**config.mk**
```make
export PLATFORM = sky130hd
export DESIGN_NAME = fmba_arbiter
export DESIGN_NICKNAME = d
export VERILOG_FILES = /design/src/rtl/fmba_pkg.sv /design/src/rtl/fmba_sync.sv /design/src/rtl/fmba_arbiter.sv
export SDC_FILE = /design/constraint.sdc
export NUM_CORES = 1
export LEC_CHECK = 0
export ABC_AREA = 0
export BUFFER_PORTS_ARGS = -buffer_cell sky130_fd_sc_hd__buf_4
export CAP_MARGIN = 10
export CORE_UTILIZATION = 53
export CTS_CLUSTER_DIAMETER = 120
export DETAILED_ROUTE_END_ITERATION = 12
export PLACE_DENSITY_LB_ADDON = 0.15
export SKIP_LAST_GASP = 1
export SYNTH_ARGS = -nofsm -noshare
export SYNTH_HDL_FRONTEND = slang
export SYNTH_SLANG_ARGS = --single-unit
```
**constraint.sdc**
```tcl
create_clock -name clk -period 5.48 [get_ports clk]
set_clock_uncertainty 0.1 [all_clocks]
set_input_delay 1.096 -clock clk [delete_from_list [all_inputs] [get_ports clk]]
set_output_delay 1.096 -clock clk [all_outputs]
set_load 0.01 [all_outputs]
```
**src/rtl/fmba_pkg.sv**
```systemverilog
// Package with constants and types for the four-master bus arbiter
package fmba_pkg;
	// Number of chip-select pins
	localparam int unsigned FMBA_NUM_CS = 8;
	// Number of upper address pins that can be switched to general I/O
	localparam int unsigned FMBA_NUM_UPPER_ADDR = 3;
	// Number of consecutive high samples that end the release
	localparam logic [1:0] FMBA_REL_END_SAMPLES = 2'h2;
	// Least number of states from request low to release
	localparam logic [1:0] FMBA_REL_MIN_STATES = 2'h2;
	// Grant states, one-hot
	typedef enum logic [3:0] {
		FMBA_OWN_CPU = 4'h1,
		FMBA_OWN_DMA = 4'h2,
		FMBA_OWN_RFSH = 4'h4,
		FMBA_OWN_EXT = 4'h8
	} fmba_owner_e;
endpackage

```
**src/rtl/fmba_sync.sv**
```systemverilog
// Three-flop input synchroniser with agreement filter
`timescale 1ns/1ps
`default_nettype none
module fmba_sync #(
	parameter logic RESET_VAL = 1'b1
) (
	input wire logic clk,
	input wire logic rst_n,
	input wire logic async_in,
	output logic sync_out
);
	logic s1_q;
	logic s2_q;
	logic s3_q;
	logic out_q;
	logic out_d;
	// Accept a new level once second and third stages agree
	always_comb begin
		out_d = out_q;
		if (s2_q == s3_q) begin
			out_d = s2_q;
		end
	end
	// Register the chain and the filtered level
	always_ff @(posedge clk or negedge rst_n) begin
		if (!rst_n) begin
			s1_q <= RESET_VAL;
			s2_q <= RESET_VAL;
			s3_q <= RESET_VAL;
			out_q <= RESET_VAL;
		end else begin
			s1_q <= async_in;
			s2_q <= s1_q;
			s3_q <= s2_q;
			out_q <= out_d;
		end
	end
	assign sync_out = out_q;
endmodule
`default_nettype wire

```
**src/rtl/fmba_arbiter.sv**
```systemverilog
// Fixed-priority arbiter for external, refresh, DMA and CPU bus masters
//
// Contract
// - Priority: external, refresh, DMA, then CPU
// - Acknowledge only top requester; owner keeps bus
// - Evaluate always, hand over at release points
// - CPU yields at cycle boundary, not mid-word
// - CPU internal work: hand over at once
// - CPU sleeping: hand over at once
// - DMA yields after full read-write transfer or once its request drops
// - Refresh holds bus until refresh cycle completes or its request drops
// - External release only while release enable set
// - External master holds request low while owning
// - Released: float pins, selects high, acknowledge low
// - Sample request on rising edge, release later
// - Two high samples end the release
// - At least two states from request to release
// - Width, state, wait writes apply next cycle
// - Select direction writes apply from third state
// - Upper address switch applies from third state
`timescale 1ns/1ps
`default_nettype none
module fmba_arbiter
	import fmba_pkg::*;
#(
	parameter int unsigned NUM_CS = fmba_pkg::FMBA_NUM_CS,
	parameter int unsigned NUM_UA = fmba_pkg::FMBA_NUM_UPPER_ADDR
) (
	input wire logic clk,
	input wire logic rst_n,
	input wire logic ext_bus_request_n,
	input wire logic ext_release_enable,
	input wire logic rfsh_req,
	input wire logic rfsh_cycle_done,
	input wire logic dma_req,
	input wire logic dma_xfer_done,
	input wire logic cpu_cycle_end,
	input wire logic cpu_word_first_half,
	input wire logic cpu_internal_op,
	input wire logic cpu_sleep,
	input wire logic bus_state_t3,
	input wire logic cfg_write,
	input wire logic [7:0] bus_width_ctrl_wr,
	input wire logic [7:0] access_state_ctrl_wr,
	input wire logic [7:0] wait_enable_wr,
	input wire logic cs_ddr_write,
	input wire logic [NUM_CS-1:0] cs_ddr_wr,
	input wire logic ua_ctrl_write,
	input wire logic [NUM_UA-1:0] ua_ctrl_wr,
	input wire logic addr_strobe_n_int,
	input wire logic upper_write_n_int,
	input wire logic lower_write_n_int,
	input wire logic read_n_int,
	input wire logic [NUM_CS-1:0] chip_select_n_int,
	output logic ext_bus_ack_n,
	output logic cpu_ack,
	output logic dma_ack,
	output logic rfsh_ack,
	output logic bus_drive_en,
	output logic addr_strobe_n,
	output logic upper_write_n,
	output logic lower_write_n,
	output logic read_n,
	output logic [NUM_CS-1:0] chip_select_n,
	output logic [NUM_CS-1:0] cs_pin_is_select,
	output logic [NUM_UA-1:0] ua_pin_is_addr,
	output logic [7:0] bus_width_ctrl_reg,
	output logic [7:0] access_state_ctrl_reg,
	output logic [7:0] wait_enable_reg
);
	import fmba_pkg::*;

	// ************************************************************
	// Request sampling
	// ************************************************************
	logic ext_req_n_s;
	// Pin request crosses in through three flops
	// sampled on rising edge
	fmba_sync #(
		.RESET_VAL(1'b1)
	) u_req_sync (
		.clk(clk),
		.rst_n(rst_n),
		.async_in(ext_bus_request_n),
		.sync_out(ext_req_n_s)
	);

	// Highest-priority requester as one-hot
	function automatic fmba_owner_e fmba_pick(input logic ext, input logic rf, input logic dm);
		fmba_owner_e w;
		if (ext) begin
			w = FMBA_OWN_EXT;
		end else if (rf) begin
			w = FMBA_OWN_RFSH;
		end else if (dm) begin
			w = FMBA_OWN_DMA;
		end else begin
			w = FMBA_OWN_CPU;
		end
		return w;
	endfunction

	// ************************************************************
	// Ownership state
	// ************************************************************
	fmba_owner_e own_q, own_d;
	logic [1:0] low_cnt_q, low_cnt_d;
	logic [1:0] high_cnt_q, high_cnt_d;
	logic ext_want;
	logic release_pt;
	fmba_owner_e winner;

	// Work out request, release point and next owner
	always_comb begin
		// request low for two states first
		ext_want = !ext_req_n_s && ext_release_enable && (low_cnt_q >= FMBA_REL_MIN_STATES);
		winner = fmba_pick(ext_want, rfsh_req, dma_req);
		release_pt = 1'b0;
		own_d = own_q;
		low_cnt_d = ext_req_n_s ? 2'h0 : low_cnt_q;
		high_cnt_d = ext_req_n_s ? high_cnt_q : 2'h0;
		if (!ext_req_n_s && low_cnt_q != '1) begin
			low_cnt_d = low_cnt_q + 2'h1;
		end
		if (ext_req_n_s && high_cnt_q != '1) begin
			high_cnt_d = high_cnt_q + 2'h1;
		end
		case (own_q)
			FMBA_OWN_CPU: begin
				release_pt = (cpu_cycle_end && !cpu_word_first_half) || cpu_internal_op || cpu_sleep;
			end
			FMBA_OWN_DMA: begin
				// whole transfer done, or request gone
				release_pt = dma_xfer_done || !dma_req;
			end
			FMBA_OWN_RFSH: begin
				release_pt = rfsh_cycle_done || !rfsh_req;
			end
			FMBA_OWN_EXT: begin
				release_pt = (high_cnt_q >= FMBA_REL_END_SAMPLES);
				if (release_pt) begin
					winner = fmba_pick(1'b0, rfsh_req, dma_req);
				end
			end
			default: begin
				release_pt = 1'b1;
			end
		endcase
		// hand over only at release points
		// single owner changes at a point
		if (release_pt && winner != own_q) begin
			own_d = winner;
		end
	end

	// Register ownership and request counters
	always_ff @(posedge clk or negedge rst_n) begin
		if (!rst_n) begin
			own_q <= FMBA_OWN_CPU;
			low_cnt_q <= 2'h0;
			high_cnt_q <= 2'h0;
		end else begin
			own_q <= own_d;
			low_cnt_q <= low_cnt_d;
			high_cnt_q <= high_cnt_d;
		end
	end

	// ************************************************************
	// Acknowledges and pin control
	// ************************************************************
	logic rel_d;
	logic [3:0] ack_d, ack_q;
	logic [NUM_CS-1:0] cs_d, cs_q;
	logic [3:0] ctl_d, ctl_q;
	logic drv_d, drv_q;

	// released: float, selects high, ack low
	always_comb begin
		rel_d = (own_d == FMBA_OWN_EXT);
		ack_d = own_d;
		// Top bit holds the active-low pin level so the pin leaves a flop
		ack_d[3] = !rel_d;
		drv_d = !rel_d;
		cs_d = rel_d ? {NUM_CS{1'b1}} : chip_select_n_int;
		ctl_d = rel_d ? 4'hf : {addr_strobe_n_int, upper_write_n_int, lower_write_n_int,
			read_n_int};
	end

	// Register acknowledges and strobes
	always_ff @(posedge clk or negedge rst_n) begin
		if (!rst_n) begin
			// CPU owns the bus, acknowledge pin idles high
			ack_q <= FMBA_OWN_CPU | FMBA_OWN_EXT;
			drv_q <= 1'b1;
			cs_q <= {NUM_CS{1'b1}};
			ctl_q <= 4'hf;
		end else begin
			ack_q <= ack_d;
			drv_q <= drv_d;
			cs_q <= cs_d;
			ctl_q <= ctl_d;
		end
	end

	assign cpu_ack = ack_q[0];
	assign dma_ack = ack_q[1];
	assign rfsh_ack = ack_q[2];
	assign ext_bus_ack_n = ack_q[3];
	assign bus_drive_en = drv_q;
	assign addr_strobe_n = ctl_q[3];
	assign upper_write_n = ctl_q[2];
	assign lower_write_n = ctl_q[1];
	assign read_n = ctl_q[0];
	assign chip_select_n = cs_q;

	// ************************************************************
	// Configuration write timing
	// ************************************************************
	logic [7:0] bw_pend_q, bw_pend_d, bw_q, bw_d;
	logic [7:0] as_pend_q, as_pend_d, as_q, as_d;
	logic [7:0] we_pend_q, we_pend_d, we_q, we_d;
	logic pend_q, pend_d;
	logic [NUM_CS-1:0] csdir_pend_q, csdir_pend_d, csdir_q, csdir_d;
	logic csdir_wait_q, csdir_wait_d;
	logic [NUM_UA-1:0] ua_pend_q, ua_pend_d, ua_q, ua_d;
	logic ua_wait_q, ua_wait_d;

	// Hold writes and apply them at the proper point
	always_comb begin
		bw_pend_d = bw_pend_q;
		as_pend_d = as_pend_q;
		we_pend_d = we_pend_q;
		pend_d = pend_q;
		bw_d = bw_q;
		as_d = as_q;
		we_d = we_q;
		if (pend_q && cpu_cycle_end) begin
			bw_d = bw_pend_q;
			as_d = as_pend_q;
			we_d = we_pend_q;
			pend_d = 1'b0;
		end
		if (cfg_write) begin
			bw_pend_d = bus_width_ctrl_wr;
			as_pend_d = access_state_ctrl_wr;
			we_pend_d = wait_enable_wr;
			pend_d = 1'b1;
		end
		csdir_pend_d = cs_ddr_write ? cs_ddr_wr : csdir_pend_q;
		csdir_wait_d = cs_ddr_write || csdir_wait_q;
		csdir_d = csdir_q;
		if ((cs_ddr_write || csdir_wait_q) && bus_state_t3) begin
			csdir_d = cs_ddr_write ? cs_ddr_wr : csdir_pend_q;
			csdir_wait_d = 1'b0;
		end
		ua_pend_d = ua_ctrl_write ? ua_ctrl_wr : ua_pend_q;
		ua_wait_d = ua_ctrl_write || ua_wait_q;
		ua_d = ua_q;
		if ((ua_ctrl_write || ua_wait_q) && bus_state_t3) begin
			ua_d = ua_ctrl_write ? ua_ctrl_wr : ua_pend_q;
			ua_wait_d = 1'b0;
		end
	end

	// Register configuration state
	always_ff @(posedge clk or negedge rst_n) begin
		if (!rst_n) begin
			bw_pend_q <= 8'hff;
			as_pend_q <= 8'hff;
			we_pend_q <= 8'hff;
			bw_q <= 8'hff;
			as_q <= 8'hff;
			we_q <= 8'hff;
			pend_q <= 1'b0;
			csdir_pend_q <= '0;
			csdir_q <= '0;
			csdir_wait_q <= 1'b0;
			ua_pend_q <= '0;
			ua_q <= '0;
			ua_wait_q <= 1'b0;
		end else begin
			bw_pend_q <= bw_pend_d;
			as_pend_q <= as_pend_d;
			we_pend_q <= we_pend_d;
			bw_q <= bw_d;
			as_q <= as_d;
			we_q <= we_d;
			pend_q <= pend_d;
			csdir_pend_q <= csdir_pend_d;
			csdir_q <= csdir_d;
			csdir_wait_q <= csdir_wait_d;
			ua_pend_q <= ua_pend_d;
			ua_q <= ua_d;
			ua_wait_q <= ua_wait_d;
		end
	end

	assign bus_width_ctrl_reg = bw_q;
	assign access_state_ctrl_reg = as_q;
	assign wait_enable_reg = we_q;
	assign cs_pin_is_select = csdir_q;
	assign ua_pin_is_addr = ua_q;
endmodule
`default_nettype wire

```
# After elaboration in Yosys (flattened, before gate mapping)

Cells that the tools add are included.

Logic and storage cells: 79
Register bits after elaboration: 102

$add $sub $neg: 2
Mux-type cells: 19
Reductions and logical operators: 22
Eq/ne operators: 10
Magnitude comparators: 2

Operator list:

| cell                  | count |
|---|---|
| $mux W4               | 6 |
| $mux W8               | 2 |
| $mux W2               | 5 |
| $logic_and A1 B1 Y1   | 9 |
| $eq A4 B4 Y1 const B  | 2 |
| $logic_or A1 B1 Y1    | 6 |
| $ne A2 B2 Y1 const B  | 3 |
| $logic_not A1 Y1      | 5 |
| $add A2 B1 Y2 const B | 2 |
| $eq A4 B1 Y1 const B  | 1 |
| $eq A4 B2 Y1 const B  | 1 |
| $eq A4 B3 Y1 const B  | 1 |
| $ge A2 B2 Y1 const B  | 2 |
| $mux W1               | 4 |
| $ne A4 B4 Y1          | 1 |
| $pmux W1 S4           | 1 |
| $reduce_bool A2 Y1    | 2 |
| $mux W3               | 1 |
| $eq A1 B1 Y1          | 1 |

# Depth between registers and ports, before layout

Depth after elaboration: 11
Gate-level depth with buffers: 7

# By module

A second synthesis with hierarchy kept.

Cells, all modules: 247
Area total of the unflattened synthesis: 3,792.4 µm²

By module, submodules not included:

| module       | cells each | area an instance (µm²) | instances |
|---|---|---|---|
| fmba_arbiter | 242        | 3,676.0                | 1 |
| fmba_sync    | 5          | 116.4                  | 1 |

# Least setup slack after synthesis

OpenSTA, ideal clock, no wires.

Path kind: input-to-reg
Start point: input rfsh_cycle_done
End point: register ack_q[1]
Data required time: 5.255 ns
Cell stages on the path: 4
Buffers on the path: 0
Arrival: 2.282 ns
Setup time: 0.125 ns
Path slack: 2.973 ns
Path through: or4b_1 -> a21o_1 -> or2_4 -> mux2_4

Word-level cells in the longest chain between the ends: 4

RTL lines:

| item                 | RTL line            | source |
|---|---|---|
| start, declared      | fmba_arbiter.sv:34  | `input wire logic rfsh_cycle_done,` |
| $logic_or A1 B1 Y1   | fmba_arbiter.sv:137 | `release_pt = rfsh_cycle_done \|\| !rfsh_req;` |
| $pmux W1 S4          | fmba_arbiter.sv:128 | `case (own_q)` |
| $logic_and A1 B1 Y1  | fmba_arbiter.sv:151 | `if (release_pt && winner != own_q) begin` |
| $mux W4              | fmba_arbiter.sv:151 |  |
| via ack_d[1]         | fmba_arbiter.sv:173 | `logic [3:0] ack_d, ack_q;` |
| end signal, assigned | fmba_arbiter.sv:194 | `ack_q <= FMBA_OWN_CPU \| FMBA_OWN_EXT;` |
| end signal, assigned | fmba_arbiter.sv:199 | `ack_q <= ack_d;` |
| end, declared        | fmba_arbiter.sv:173 |  |

The timed path passes the listed nets, and every way through them passes these cells.
A chain may end at the register's enable or synchronous reset.

# Final worst setup path

Start point: input rfsh_cycle_done
End point: register cs_q[2], in the netlist chip_select_n[2]

Word-level cells in the longest chain between the ends: 6

RTL lines:

| item                 | RTL line            | source |
|---|---|---|
| $logic_or A1 B1 Y1   | fmba_arbiter.sv:137 |  |
| $pmux W1 S4          | fmba_arbiter.sv:128 |  |
| $logic_and A1 B1 Y1  | fmba_arbiter.sv:151 |  |
| $mux W4              | fmba_arbiter.sv:151 |  |
| $eq A4 B4 Y1         | fmba_arbiter.sv:180 | `rel_d = (own_d == FMBA_OWN_EXT);` |
| $mux W8              | fmba_arbiter.sv:185 | `cs_d = rel_d ? {NUM_CS{1'b1}} : chip_select_n_int;` |
| via cs_d[2]          | fmba_arbiter.sv:174 | `logic [NUM_CS-1:0] cs_d, cs_q;` |
| end signal, assigned | fmba_arbiter.sv:196 | `cs_q <= {NUM_CS{1'b1}};` |
| end signal, assigned | fmba_arbiter.sv:201 | `cs_q <= cs_d;` |
| end, declared        | fmba_arbiter.sv:174 |  |

The timed path passes the listed nets, and every way through them passes these cells.

==> impl_metrics.json <==
{
  "status": "finished clean",
  "cp_max_fo": 13,
  "drtIter0Drc": 59,
  "fmax_mhz": 390,
  "globalplace.congestion": 0.757,
  "grt_max_degree": 58,
  "crit_family": "compound AO/OA/AOI/OAI gates",
  "synth_top_area_share_pct": 45.7,
  "worstPathBufferInverterCount": 1,
  "grt_pass1_vias": 2259,
  "die_area_um2": 7500,
  "final.setup.worst_slack_ns": 2.92,
  "clkLatencyLatePin_ns": 0.36,
  "relSlewSlack_pct": 29.6,
  "endpoint_kind": "register",
  "final_nets": 431,
  "start_kind": "input pin",
  "n_antenna_cell": 0,
  "htreeDepth": 3,
  "yosysSeqAreaShare_pct": 66.9,
  "syn_avg_cell_area_um2": 15.3,
  "synth_edf_count": 0,
  "rsz0062_at_grt": "false",
  "min_from": "u_req_sync.s1_q",
  "post-cts-setup-buffers": 0,
  "drcViolationCount": 0,
  "max_stage_delay_ns": 0.66,
  "netlist_instances": 247,
  "yosys_warnings": 0,
  "yosysMostFrequentCell": "mux2_2",
  "synth_commonest_cells": "mux2_2 (70), dfstp_2 (66), dfrtp_1 (32)",
  "finalHoldViolCount": 0,
  "fillerInstances": 491,
  "core_area_um2": 6870,
  "hold_path_class": "register to register",
  "io_buffers": 114,
  "cts_made_buffers": 9,
  "ys_types": 29,
  "drv_cap": 0,
  "critical_path_arrival_ns": 2.71,
  "mappedNetlistNets": 314,
  "critPathSlowestCell": "o21ai_1",
  "tritoncts": "done",
  "io_pins": 115,
  "grt_util_all_layers_pct": 19.1,
  "clk_path_buf_depth": 2,
  "async_flop_share_pct": 100,
  "vias": 2321,
  "ant_nets": 0,
  "antenna_found_initial": 0,
  "cts_hold_buf": 0,
  "syn-cell-area_um2": 3790,
  "cts.root.buffer_cell": "clkbuf_8",
  "cts-resized-gates": 0,
  "first_pass_iters": 4,
  "fp.dieW_um": 86.6,
  "wl_per_cell_um": 14.7,
  "slew_viol_final": 0,
  "synth-main-ff-cell": "dfstp_2",
  "tightestPinTransition_ns": 1.05,
  "yosys.area.top_type": "dfstp_2",
  "ys_seq_elements": 98,
  "ir_drop_uv": 242,
  "leakage_nw": 2.24,
  "path_class": "input pin to register",
  "viasPerCell": 4.99,
  "grt_pass1_wl_um": 10700,
  "start_util_pct": 55.2,
  "drive_gt1_share_pct": 73.4,
  "timing.critical_path.cells": "buf_4 -> or4b_1 -> a21o_1 -> o21ai_1 -> nand2_1",
  "clk_pin_slew_worst_paths_ns": 0.09,
  "wl_um": 6820,
  "dp_hpwl_um": 4750,
  "place_ws_ns": 2.60,
  "netlist_top_cells_area": "dfstp_2 (46%), dfrtp_1 (21%), mux2_2 (21%)",
  "syn2layout_area_growth_pct": 30.5,
  "grt_overflow": 0,
  "die_h_um": 86.6,
  "fin_setup_tns_ns": 0,
  "critPathRequiredTime_ns": 5.62,
  "cts.sinks": 98,
  "rows": 30,
  "crit_start": "rfsh_cycle_done",
  "power_density_nw_per_um2": 384,
  "r2r-start": "ack_q[1]",
  "period_minus_slack_ns": 2.56,
  "period_share_pct": 46.8,
  "finalSetupViolations": 0
}
## final timing paths
check | end | slack (ns) | cells past startpoint
min in group asynchronous | ack_q[2] | 0.67 | 1
max in group asynchronous | bus_width_ctrl_reg[0] | 3.60 | 2
worst min-delay path | u_req_sync.s2_q | 0.26 | 0
worst max-delay path | chip_select_n[2] | 2.92 | 5
worst max register to register | ack_q[2] | 3.16 | 4
worst min register to register | u_req_sync.s2_q | 0.26 | 0
## metrics by stage
step | total power [mW] | utilization (%) | cell area (um^2) | hold WS, ns | cells
detailed placement | 1.43 | 68.9 | 4740 | 0.247 | 449
floorplan | 1.21 | - | 3790 | 0.245 | 247
global route | 2.00 | 72.0 | 4950 | 0.252 | 465
finish | 1.90 | 72.0 | 4950 | 0.259 | 465
CTS | 1.92 | 72.0 | 4950 | 0.254 | 465
global placement | 1.41 | 68.9 | 4740 | 0.247 | 449
## layout by cell type, fill, tap and decap left out
master / n
buf_4: 115
mux2_2: 70
dfstp_2: 66
dfrtp_1: 32
nor2_1: 20
nand2_1: 14
clkbuf_8: 9
nor4b_1: 4
ha_1: 4
inv_1: 3
mux2_4: 3
inv_4: 3
nand2b_1: 2
a21o_1: 2
o21ai_1: 2
a21oi_1: 2
o21ai_0: 2
and2_1: 2
nor3b_2: 1
nor4_1: 1
nor4bb_1: 1
a211oi_1: 1
or4b_1: 1
or2_4: 1
nor3b_1: 1
maj3_1: 1
xor2_1: 1
xnor2_1: 1
clkbuf_16: 1
bufinv_16: 1
clkinv_4: 1
clkbuf_1: 1
## metal layers
layer / global-route usage (%) / up-vias / wire [um]
met1: 23.8 / 1149 / 2880
met4: 7.27 / 0 / 94
li1: - / 1081 / -
met2: 30.6 / 80 / 3320
met5: 0 / - / 0
met3: 7.14 / 11 / 531
## worst reg2reg max path: stages (launching register included)
cell     delay (ns)
dfrtp_1        0.46
nor4b_1        0.39
nor3b_2        0.83
nor3b_1        0.14
mux2_4         0.30
## cell families (layout without fill, tap and decap cells)
kind of cell	Yosys count	count (layout)	share of synthesized area, %
simple gates	48	48	6.40
mux	73	73	22.0
xor+xnor	2	2	0.462
buf+inv	12	134	1.32
fa+ha+maj	5	5	1.58
flops	98	98	66.9
compound gates	9	9	1.39
## final cells by class
type	instances	area, um^2	area share [%]
inverter	3	11.3	0.228
tap	96	120	2.43
sequential	98	2530	51.3
clock inverter	5	57.6	1.16
clock buffer	11	153	3.09
timing repair buffer	115	863	17.5
multi-input combinational	137	1210	24.4
## report_power, final
| part | switching [mW] | internal [mW] |
|---|---|---|
| logic | 0.184 | 0.255 |
| clock network | 0.245 | 0.241 |
| registers | 0.0749 | 0.900 |
Power figures use the tool's default switching activity.
